File: config.mk
export PLATFORM = sky130hd
export DESIGN_NAME = async_timer_event_wake_tuner
export DESIGN_NICKNAME = d
export VERILOG_FILES = /design/src/async_timer_pkg.sv /design/src/async_timer_event_wake_tuner.sv
export VERILOG_INCLUDE_DIRS = /design/src
export SDC_FILE = /design/constraint.sdc
export NUM_CORES = 1
export LEC_CHECK = 0
export BUFFER_PORTS_ARGS = -buffer_cell sky130_fd_sc_hd__buf_2
export CORE_MARGIN = 5
export CORE_UTILIZATION = 46
export DETAILED_ROUTE_END_ITERATION = 8
export PLACE_DENSITY = 0.73
export SYNTH_ARGS = -nofsm -noshare
export SYNTH_HDL_FRONTEND = slang
export SYNTH_SLANG_ARGS = --single-unit
File: constraint.sdc
create_clock -name clk_sys -period 99.2 [get_ports clk_sys]
set_input_delay 4.96 -clock clk_sys [delete_from_list [all_inputs] [get_ports clk_sys]]
set_output_delay 4.96 -clock clk_sys [all_outputs]
set_load 0.005 [all_outputs]
File: src/async_timer_consts.svh
// Constants for the asynchronous timer event, wake and tuner logic
// Functional notes
// - Five separate interrupt request outputs
// - Overflow on wrap or clearing alarm
// - Clock-ready flag on clock-pending falling
// - Ready flag on busy falling
// - Request only when status and mask set
// - Enable sets mask, disable clears mask
// - Request holds until status clear write
// - Periodic flag on chosen prescaler bit rise
// - Periodic rate is source over 2^(sel+1)
// - Alarm flag when counter equals alarm
// - Clearing alarm zeroes counter, sets overflow
// - Events match the status flag conditions
// - Event masks gate events, set/clear writes
// - Wake on enabled sources, ignoring interrupt masks
// - Wake holds until status clear write
// - Shutdown exit clears only interrupt mask
// - Live count and kept flags after shutdown
// - Direction zero drops one increment per period
// - Direction one adds one increment per period
// - Tune value zero disables tuning
// - Busy discards synced writes, reads zero
`ifndef ASYNC_TIMER_CONSTS_SVH
`define ASYNC_TIMER_CONSTS_SVH
`define OFF_CR      8'h00
`define OFF_CV      8'h04
`define OFF_SR      8'h08
`define OFF_SCR     8'h0C
`define OFF_IER     8'h10
`define OFF_IDR     8'h14
`define OFF_IMR     8'h18
`define OFF_WER     8'h1C
`define OFF_AR0     8'h20
`define OFF_AR1     8'h24
`define OFF_PIR0    8'h30
`define OFF_PIR1    8'h34
`define OFF_CLOCK   8'h40
`define OFF_DTR     8'h44
`define OFF_EVE     8'h48
`define OFF_EVD     8'h4C
`define OFF_EVM     8'h50
`define BIT_OVF     0
`define BIT_ALM0    8
`define BIT_ALM1    9
`define BIT_PERIODIC_FLAG_0    16
`define BIT_PERIODIC_FLAG_1    17
`define BIT_BUSY    24
`define BIT_READY   25
`define BIT_CLOCK_SWITCH_PENDING 28
`define BIT_CLKRDY  29
`define CR_EN       0
`define CR_PCLR     1
`define CR_CA0      8
`define CR_CA1      9
`define CR_PSEL_LSB 16
`define CLOCK_CEN   0
`define DTR_ADD     16
`define DTR_EXP_LSB 8
`define SRC_MASK    32'h00030301
`define CLR_MASK    32'h22030301
`define IRQ_MASK    32'h22030301
`define RESET_WORD  32'h00000000
`define CLK_NS      40
`define SYNC_NS     200
`define CLKSW_NS    200
`define SYNC_CYC    ((`SYNC_NS + `CLK_NS - 1) / `CLK_NS)
`define CLKSW_CYC   ((`CLKSW_NS + `CLK_NS - 1) / `CLK_NS)
`endif

File: src/async_timer_pkg.sv
// Types for the asynchronous timer event, wake and tuner logic
package async_timer_pkg;
  typedef struct packed {
    logic        s0;
    logic        s1;
    logic        s2;
    logic        lvl;
    logic [31:0] presc;
    logic [31:0] cv;
    logic        en;
    logic [1:0]  ca;
    logic [4:0]  psel;
    logic        cen;
    logic [3:0]  busy_cnt;
    logic [3:0]  clock_switch_pending_cnt;
    logic [31:0] sr;
    logic [31:0] interrupt_mask_reg;
    logic [31:0] event_mask_reg;
    logic [31:0] wake_enable_reg;
    logic [31:0] ar0;
    logic [31:0] ar1;
    logic [4:0]  insel0;
    logic [4:0]  insel1;
    logic [7:0]  dtr_val;
    logic [4:0]  dtr_exp;
    logic        dtr_add;
    logic [31:0] tune_cnt;
    logic [31:0] rdata;
    logic [4:0]  irq;
    logic [4:0]  ev;
    logic        wake;
  } timer_state_t;
endpackage : async_timer_pkg

File: src/async_timer_event_wake_tuner.sv
// Timer events, interrupts, wake, shutdown retention and tuner
//
// The implementer's own choices: the strobed register port and the register addresses.
`timescale 1ns/100ps
`default_nettype none
`include "async_timer_consts.svh"
module async_timer_event_wake_tuner
  import async_timer_pkg::*;
(
  // Clock and reset
  input  wire logic        clk_sys,
  input  wire logic        rst,
  // Register port
  input  wire logic [7:0]  addr,
  input  wire logic [31:0] wdata,
  input  wire logic        wr_en,
  input  wire logic        rd_en,
  output var  logic [31:0] rdata,
  // Prescaler source clock pin and power manager
  input  wire logic        prsc_clk_pin,
  input  wire logic        shutdown_exit,
  // Interrupt requests
  output var  logic        irq_ovf,
  output var  logic        irq_per,
  output var  logic        irq_alarm,
  output var  logic        irq_clock_switch_done,
  output var  logic        irq_ready,
  // Peripheral events
  output var  logic        ev_ovf,
  output var  logic        ev_periodic_flag_0,
  output var  logic        ev_periodic_flag_1,
  output var  logic        ev_alarm_match_flag_0,
  output var  logic        ev_alarm_match_flag_1,
  // Sleep controller
  output var  logic        wake_req
);

  timer_state_t state_reg;
  timer_state_t state_next;

  logic        busy;
  logic        clock_switch_pending;
  logic        tick;
  logic        tune_hit;
  logic [1:0]  step;
  logic [31:0] pnew;
  logic [31:0] cv_inc;
  logic [31:0] period;
  logic        cnt_tick;
  logic [1:0]  per_set;
  logic [1:0]  alm_hit;
  logic        ovf_set;
  logic        sync_wr;
  logic [31:0] set_mask;
  logic [31:0] clr_mask;
  logic [31:0] sr_view;

  // Tuner period: ceil(256/value) shifted by exponent
  function automatic logic [31:0] tune_period(input logic [7:0] v,
                                              input logic [4:0] e);
    logic [15:0] c;
    c = 16'h0000;
    if (v != 8'h00)
    begin
      c = (16'h0100 + {8'h00, v} - 16'h0001) / {8'h00, v};
    end
    return {16'h0000, c} << e;
  endfunction : tune_period

  // Registers whose writes pass through synchronisation
  function automatic logic is_sync_reg(input logic [7:0] a);
    logic r;
    r = 1'b0;
    if (a == `OFF_CR || a == `OFF_CV || a == `OFF_SCR ||
        a == `OFF_WER || a == `OFF_EVE || a == `OFF_EVD ||
        a == `OFF_PIR0 || a == `OFF_PIR1 || a == `OFF_AR0 ||
        a == `OFF_AR1 || a == `OFF_DTR)
    begin
      r = 1'b1;
    end
    return r;
  endfunction : is_sync_reg

  always_comb
  begin
    state_next = state_reg;
    busy       = (state_reg.busy_cnt != 4'h0);
    clock_switch_pending    = (state_reg.clock_switch_pending_cnt != 4'h0);
    set_mask   = 32'h00000000;
    clr_mask   = 32'h00000000;
    ovf_set    = 1'b0;
    alm_hit    = 2'b00;
    // Pin sampler: level changes once second and third agree
    state_next.s0 = prsc_clk_pin;
    state_next.s1 = state_reg.s0;
    state_next.s2 = state_reg.s1;
    if (state_reg.s1 == state_reg.s2)
    begin
      state_next.lvl = state_reg.s2;
    end
    tick   = state_next.lvl & ~state_reg.lvl & state_reg.en & state_reg.cen;
    period = tune_period(state_reg.dtr_val, state_reg.dtr_exp);
    tune_hit = tick && (state_reg.dtr_val != 8'h00) &&
               (state_reg.tune_cnt >= period - 32'h00000001);
    if (tick)
    begin
      state_next.tune_cnt = tune_hit ? 32'h00000000
                                     : state_reg.tune_cnt + 32'h00000001;
    end
    if (!tick)
    begin
      step = 2'd0;
    end
    else if (!tune_hit)
    begin
      step = 2'd1;
    end
    else
    begin
      step = state_reg.dtr_add ? 2'd2 : 2'd0;
    end
    pnew = state_reg.presc + {30'h00000000, step};
    state_next.presc = pnew;
    // periodic flag on selected bit rise
    per_set[0] = ~state_reg.presc[state_reg.insel0] & pnew[state_reg.insel0];
    per_set[1] = ~state_reg.presc[state_reg.insel1] & pnew[state_reg.insel1];
    cnt_tick   = ~state_reg.presc[state_reg.psel] & pnew[state_reg.psel];
    cv_inc     = state_reg.cv + 32'h00000001;
    if (cnt_tick)
    begin
      alm_hit[0] = (cv_inc == state_reg.ar0);
      alm_hit[1] = (cv_inc == state_reg.ar1);
      state_next.cv = cv_inc;
      // wrap or clearing alarm gives overflow
      if (|(alm_hit & state_reg.ca))
      begin
        state_next.cv = 32'h00000000;
        ovf_set = 1'b1;
      end
      else if (state_reg.cv == 32'hFFFFFFFF)
      begin
        ovf_set = 1'b1;
      end
    end
    sync_wr = wr_en && is_sync_reg(addr) && !busy;
    if (wr_en && (!busy || !is_sync_reg(addr)))
    begin
      if (addr == `OFF_CR)
      begin
        state_next.en   = wdata[`CR_EN];
        state_next.ca   = {wdata[`CR_CA1], wdata[`CR_CA0]};
        state_next.psel = wdata[`CR_PSEL_LSB +: 5];
        if (wdata[`CR_PCLR])
        begin
          state_next.presc = 32'h00000000;
        end
      end
      else if (addr == `OFF_CV)
      begin
        state_next.cv = wdata;
      end
      else if (addr == `OFF_SCR)
      begin
        clr_mask = wdata & `CLR_MASK;
      end
      else if (addr == `OFF_IER)
      begin
        state_next.interrupt_mask_reg = state_reg.interrupt_mask_reg | (wdata & `IRQ_MASK);
      end
      else if (addr == `OFF_IDR)
      begin
        state_next.interrupt_mask_reg = state_reg.interrupt_mask_reg & ~wdata;
      end
      else if (addr == `OFF_WER)
      begin
        state_next.wake_enable_reg = wdata & `SRC_MASK;
      end
      else if (addr == `OFF_AR0)
      begin
        state_next.ar0 = wdata;
      end
      else if (addr == `OFF_AR1)
      begin
        state_next.ar1 = wdata;
      end
      else if (addr == `OFF_PIR0)
      begin
        state_next.insel0 = wdata[4:0];
      end
      else if (addr == `OFF_PIR1)
      begin
        state_next.insel1 = wdata[4:0];
      end
      else if (addr == `OFF_CLOCK)
      begin
        if (!clock_switch_pending && (wdata[`CLOCK_CEN] != state_reg.cen))
        begin
          state_next.cen = wdata[`CLOCK_CEN];
          state_next.clock_switch_pending_cnt = 4'(`CLKSW_CYC);
        end
      end
      else if (addr == `OFF_DTR)
      begin
        state_next.dtr_val = wdata[7:0];
        state_next.dtr_exp = wdata[`DTR_EXP_LSB +: 5];
        state_next.dtr_add = wdata[`DTR_ADD];
      end
      else if (addr == `OFF_EVE)
      begin
        state_next.event_mask_reg = state_reg.event_mask_reg | (wdata & `SRC_MASK);
      end
      else if (addr == `OFF_EVD)
      begin
        state_next.event_mask_reg = state_reg.event_mask_reg & ~wdata;
      end
    end
    if (sync_wr)
    begin
      state_next.busy_cnt = 4'(`SYNC_CYC);
    end
    else if (busy)
    begin
      state_next.busy_cnt = state_reg.busy_cnt - 4'h1;
    end
    if (clock_switch_pending)
    begin
      state_next.clock_switch_pending_cnt = state_reg.clock_switch_pending_cnt - 4'h1;
    end
    // shutdown exit clears interrupt mask only
    if (shutdown_exit)
    begin
      state_next.interrupt_mask_reg = 32'h00000000;
    end
    set_mask[`BIT_OVF]  = ovf_set;
    set_mask[`BIT_ALM0] = alm_hit[0];
    set_mask[`BIT_ALM1] = alm_hit[1];
    set_mask[`BIT_PERIODIC_FLAG_0] = per_set[0];
    set_mask[`BIT_PERIODIC_FLAG_1] = per_set[1];
    set_mask[`BIT_READY]  = busy && (state_next.busy_cnt == 4'h0);
    set_mask[`BIT_CLKRDY] = clock_switch_pending && (state_next.clock_switch_pending_cnt == 4'h0);
    // status held until clear, set wins
    state_next.sr = (state_reg.sr & ~clr_mask) | set_mask;
    // five requests from status and mask
    state_next.irq[0] = state_next.sr[`BIT_OVF] & state_next.interrupt_mask_reg[`BIT_OVF];
    state_next.irq[1] = |(state_next.sr[`BIT_PERIODIC_FLAG_1:`BIT_PERIODIC_FLAG_0] &
                          state_next.interrupt_mask_reg[`BIT_PERIODIC_FLAG_1:`BIT_PERIODIC_FLAG_0]);
    state_next.irq[2] = |(state_next.sr[`BIT_ALM1:`BIT_ALM0] &
                          state_next.interrupt_mask_reg[`BIT_ALM1:`BIT_ALM0]);
    state_next.irq[3] = state_next.sr[`BIT_CLKRDY] &
                        state_next.interrupt_mask_reg[`BIT_CLKRDY];
    state_next.irq[4] = state_next.sr[`BIT_READY] & state_next.interrupt_mask_reg[`BIT_READY];
    state_next.ev = {alm_hit[1] & state_reg.event_mask_reg[`BIT_ALM1],
                     alm_hit[0] & state_reg.event_mask_reg[`BIT_ALM0],
                     per_set[1] & state_reg.event_mask_reg[`BIT_PERIODIC_FLAG_1],
                     per_set[0] & state_reg.event_mask_reg[`BIT_PERIODIC_FLAG_0],
                     ovf_set & state_reg.event_mask_reg[`BIT_OVF]};
    state_next.wake = |(state_next.sr & state_reg.wake_enable_reg & `SRC_MASK);
    sr_view = state_reg.sr;
    sr_view[`BIT_BUSY]    = busy;
    sr_view[`BIT_CLOCK_SWITCH_PENDING] = clock_switch_pending;
    state_next.rdata = 32'h00000000;
    // live count and kept flags on read
    if (rd_en)
    begin
      if (busy && is_sync_reg(addr))
      begin
        state_next.rdata = 32'h00000000;
      end
      else if (addr == `OFF_CR)
      begin
        state_next.rdata = {11'h000, state_reg.psel, 6'h00,
                            state_reg.ca, 7'h00, state_reg.en};
      end
      else if (addr == `OFF_CV)
      begin
        state_next.rdata = state_reg.cv;
      end
      else if (addr == `OFF_SR)
      begin
        state_next.rdata = sr_view;
      end
      else if (addr == `OFF_IMR)
      begin
        state_next.rdata = state_reg.interrupt_mask_reg;
      end
      else if (addr == `OFF_WER)
      begin
        state_next.rdata = state_reg.wake_enable_reg;
      end
      else if (addr == `OFF_AR0)
      begin
        state_next.rdata = state_reg.ar0;
      end
      else if (addr == `OFF_AR1)
      begin
        state_next.rdata = state_reg.ar1;
      end
      else if (addr == `OFF_PIR0)
      begin
        state_next.rdata = {27'h0000000, state_reg.insel0};
      end
      else if (addr == `OFF_PIR1)
      begin
        state_next.rdata = {27'h0000000, state_reg.insel1};
      end
      else if (addr == `OFF_CLOCK)
      begin
        state_next.rdata = {31'h00000000, state_reg.cen};
      end
      else if (addr == `OFF_DTR)
      begin
        state_next.rdata = {15'h0000, state_reg.dtr_add, 3'h0,
                            state_reg.dtr_exp, state_reg.dtr_val};
      end
      else if (addr == `OFF_EVM)
      begin
        state_next.rdata = state_reg.event_mask_reg;
      end
    end
  end

  always_ff @(posedge clk_sys or posedge rst)
  begin
    if (rst)
    begin
      state_reg <= '0;
    end
    else
    begin
      state_reg <= state_next;
    end
  end

  assign rdata        = state_reg.rdata;
  assign irq_ovf      = state_reg.irq[0];
  assign irq_per      = state_reg.irq[1];
  assign irq_alarm    = state_reg.irq[2];
  assign irq_clock_switch_done = state_reg.irq[3];
  assign irq_ready    = state_reg.irq[4];
  assign ev_ovf       = state_reg.ev[0];
  assign ev_periodic_flag_0      = state_reg.ev[1];
  assign ev_periodic_flag_1      = state_reg.ev[2];
  assign ev_alarm_match_flag_0    = state_reg.ev[3];
  assign ev_alarm_match_flag_1    = state_reg.ev[4];
  assign wake_req     = state_reg.wake;
endmodule : async_timer_event_wake_tuner
`default_nettype wire

* After elaboration in Yosys (flattened, before gate mapping)
Index checks and enable logic that the tools add are counted.
** Word-level totals
- Bits in registers :: 349
- Latch bits :: 0
- Bits in writable memories :: 0
- Memory bits (read-only) :: 0
- Input bits :: 46
- Output and inout port bits :: 43
- Logic and storage cells :: 263
- Memories :: 0
** Operators by class
- $add $sub $neg :: 8
- Multiply operators :: 0
- Divide/modulo/power cells :: 1
- Magnitude comparators :: 4
- Eq/ne operators :: 24
- Shift operators :: 1
- Multiplexer cells :: 108
- Bitwise operators :: 42
- Reduce and logical (&&, ||, !) cells :: 46
** Operators by type and width (number)
- $mux 32 :: 35
- $mux 184 :: 4
- $mux 152 :: 2
- $mux 30 :: 4
- $and 32x32->32 :: 3
- $mux 88 :: 1
- $mux 73 :: 1
- $add 32x1->32 const B :: 2
- $eq 32x32->1 :: 2
- $mux 4 :: 16
- $not 32->32 :: 2
- $or 32x30->32 :: 2
- $mux 56 :: 1
- $mux 14 :: 3
- $eq 8x7->1 const B :: 5
- $add 32x2->32 :: 1
- $eq 32x32->1 const B :: 1
- $eq 8x5->1 const B :: 4
- $eq 8x6->1 const B :: 4
- $ge 32x32->1 :: 1
- $or 32x18->32 :: 1
- $shl 16x5->32 :: 1
- $sub 32x1->32 const B :: 1
- $bmux 1 s5 :: 6
- other kinds (42) :: 131

* Logic depth before layout (Yosys ltp)
- Word-level depth :: 22
- Depth in mapped cells :: 203
- Depth with buffers taken out :: 189

* Least setup slack after synthesis
Ideal clock, no wire load.
- Kind :: register to register
- Start :: register state_reg[81] (netlist name)
- End :: register state_reg[334] (netlist name)
- Setup time :: 0.135 ns
- Arrival :: 37.108 ns
- Data required time :: 99.065 ns
- Path slack :: 61.957 ns
- Cell stages (with the launch flop) :: 194
- Buffers on the path :: 17
- Clock period less this slack :: 37.243 ns
- Cells stage by stage :: dfrtp_1 -> clkbuf_1 -> inv_1 -> ha_1 -> and3_1 -> clkbuf_1 -> inv_1 -> buf_1 -> nor2_1 -> ha_1 -> nor4b_1 -> or4_1 -> nor2_1 -> ha_1 -> and2_1 -> nor3_1 -> or3b_4 -> nand2_1 -> [... 158 more ...] -> nor2_1 -> and3_1 -> clkbuf_1 -> nand2_1 -> nor2_1 -> nand2_1 -> nor2_1 -> and3_1 -> and3_1 -> nand3_1 -> nor2_1 -> mux4_2 -> mux2i_1 -> o221ai_1 -> clkbuf_1 -> clkbuf_1 -> mux2i_1 -> o21ai_0
** RTL lines
- start: declaration :: line async_timer_event_wake_tuner.sv:38 : timer_state_t state_reg;
- start signal: assignment :: line async_timer_event_wake_tuner.sv:330 : state_reg <= state_next;

==> impl_metrics.toml <==
[layout]
fin_cells = 3587
syn_to_final_growth_pct = 7.98
largest_reg_flops = 240
fin_nets = 3052
layout-drive-gt1-share_pct = 13.8

[timing]
rsz0062_at_grt = "false"
tightest_slew_ns = 1.34
relSlewSlack_pct = 10.1
timing.final.hold_violations = 0
setup_tns_ns = 0
setup_viol = 0
min_period_over_period_pct = 43.2
drv_slew = 0
max_freq_ghz = 0.0233
fin_skew_ns = 0.0329
fin_crit_ns = 42.90

[cts]
clock-root-buffer = "clkbuf_16"
cts_tree = "yes"
insertion_delay_ns = 0.57
cts_buffers = 36
ctsResizeCount = 0
post-cts-setup-buffers = 0
clock_sinks = 324
clk_path_buf_depth = 3
cts_hold_buf = 0
cts_max_level = 2
path_clk_slew_ns = 0.06

[detailed_routing]
num_vias = 22600
wl_um = 74100
antenna_left = 0
drc = 0
viasPerCell = 6.30
drt_pass1_iterations = 6
avgRoutedWirePerCell_um = 20.7
first_iter_violations = 2136

[grt]
gr-usage-all-layers_pct = 24.1
first_global_vias = 22500
grt_pass1_wl_um = 120000
antenna_found_initial = 5
grt_max_degree = 200
grt-ovfl-total = 0

[critical_path]
cp-end-kind = "register"
crit_slowest_cell = "a2111oi_0"
cp_max_fo = 41
crit_path_frequent_cell = "a21o_1"
cp.required_ns = 99.66
cp_data_arrival_time_ns = 43.36
cp-start-kind = "register"
crit_path_start = "state_reg[82]"
path_class = "reg -> reg"
cpPeakStageDelay_ns = 0.78
rr_startpoint = "state_reg[82]"

[outcome]
outcome = "finished, final reports clean"

[synth]
syn_area_per_cell_sq_um = 8.77
synth_edf_count = 0
syn_area_sq_um = 25200
postSynthCellCount = 2876
ys_ff_latch = 324
seq_area_frac_synth_pct = 32.1
synth_ff_type = "dfrtp_1"
ys.warnings.count = 0
async_reset_ff_share_pct = 100
yosys.cell_types.count = 107

[worst_hold_path]
min_path_type = "reg -> reg"
hold_start = "state_next[373]"

[floorplanning]
row_count = 85
initial_utilization_pct = 46.6
core-area_sq_um = 54100
fp.dieW_um = 244
ios = 89
die_area_sq_um = 59600
die_y_um = 244

[place]
dpl.hpwl_um = 53600
gp_congestion = 0.941
port_buffers = 88
dpl.cell_count = 3521

[job]
cap_violations = 0
Yosys cell counts, types with 34 or more instances:
cell        n  area share (%)
nor2_1    359             5.3
dfrtp_1   324              32
nand2_1   223             3.3
a21oi_1   165             3.3
ha_1      142             7.0
o21ai_0   128             2.5
clkbuf_1  125             1.9
xor2_1    123             4.3
mux2_2    121             5.4
nor3_1    117             2.3
xnor2_1   106             3.7
nand3_1    77             1.5
o21a_1     60             1.8
inv_1      53            0.79
o22ai_1    52             1.3
mux2i_1    49             1.9
nand4_1    43             1.1
a21o_1     40             1.2
a221oi_1   34             1.2
and3_1     34            0.84
nor2b_1    34            0.84
final timing paths:
check / end / slack (ns) / cells past startpoint
max: state_reg[313] / 56.30 / 183
min: state_reg[373] / 0.46 / 0
max reg2reg: state_reg[313] / 56.30 / 183
min reg2reg: state_reg[373] / 0.46 / 0
max in group asynchronous: state_reg[310] / 92.99 / 3
min in group asynchronous: rdata[2] / 4.54 / 2
critical path, delay by kind of cell (launching register included):
kind                     cells  cell delay [ns]
AO/OA/AOI/OAI               88            18.45
adder cells (fa/ha/maj)     20             5.80
buffers and inverters       11             2.83
flip-flops                   1             0.47
multiplexers                 5             1.51
AND/OR/NAND/NOR             59            13.64
routing by layer:
metal / share of wire [%] / vias up / GRT usage, %
li1: - / 10400 / -
met1: 42 / 11100 / 31.3
met2: 47 / 840 / 40.7
met3: 6.6 / 213 / 3.80
met4: 4.0 / 0 / 9.14
met5: 0 / - / 0
cell type report:
cell class                 count  area, sq um
fill                        4974        26900
multi-input combinational   2328        16200
sequential                   324         8110
clock buffer                  49          980
tap                          696          871
timing repair buffer         118          678
inverter                      55          214
clock inverter                16          169
antenna                        1         2.50
cell usage in the layout (no fill, tap or decap), types with 10 or more instances in the layout:
master | netlist | layout
nor2_1 | 359 | 354
dfrtp_1 | 324 | 324
nand2_1 | 223 | 223
a21oi_1 | 165 | 165
ha_1 | 142 | 142
o21ai_0 | 128 | 128
xor2_1 | 123 | 123
mux2_2 | 121 | 121
nor3_1 | 117 | 115
xnor2_1 | 106 | 106
buf_2 | 3 | 88
nand3_1 | 77 | 77
o21a_1 | 60 | 60
inv_1 | 53 | 52
o22ai_1 | 52 | 52
mux2i_1 | 49 | 49
nand4_1 | 43 | 43
a21o_1 | 40 | 40
clkbuf_16 | 0 | 36
nor2b_1 | 34 | 34
and3_1 | 34 | 34
a221oi_1 | 34 | 34
nand2b_1 | 32 | 32
a21boi_0 | 31 | 31
buf_4 | 32 | 29
mux4_2 | 26 | 26
a211oi_1 | 25 | 24
or3_1 | 22 | 22
and2_1 | 21 | 21
a22oi_1 | 20 | 20
o31ai_1 | 20 | 20
or2_2 | 18 | 18
nor4_1 | 18 | 18
a31oi_1 | 13 | 13
o211ai_1 | 12 | 12
clkbuf_1 | 125 | 10
per-stage QoR:
stage / utilization [%] / cell area (sq um) / setup slack [ns] / hold WS [ns]
after detailed placement: 48.2 / 26100 / 56.83 / 0.430
final: 50.3 / 27200 / 56.30 / 0.457
after floorplan: - / 25300 / 61.96 / 0.331
after CTS: 50.3 / 27200 / 56.65 / 0.458
after global routing: 50.3 / 27200 / 52.91 / 0.463
after global placement: 48.2 / 26100 / 58.39 / 0.413
kinds of logic (layout without fill, tap and decap cells):
kind of cell | after synthesis | count (layout) | synth area share (%)
adder cells (fa/ha/maj) | 144 | 144 | 7.16
AND/OR/NAND/NOR | 1043 | 1043 | 19.9
XOR/XNOR | 229 | 229 | 7.95
other | 1 | 7 | 0.0149
flip-flops | 324 | 324 | 32.1
multiplexers | 197 | 197 | 9.71
AO/OA/AOI/OAI | 709 | 709 | 19.2
buffers and inverters | 229 | 238 | 3.93
Power is not shown: default switching activity piles up to over one toggle a cycle in this logic, so the estimate is an artifact.
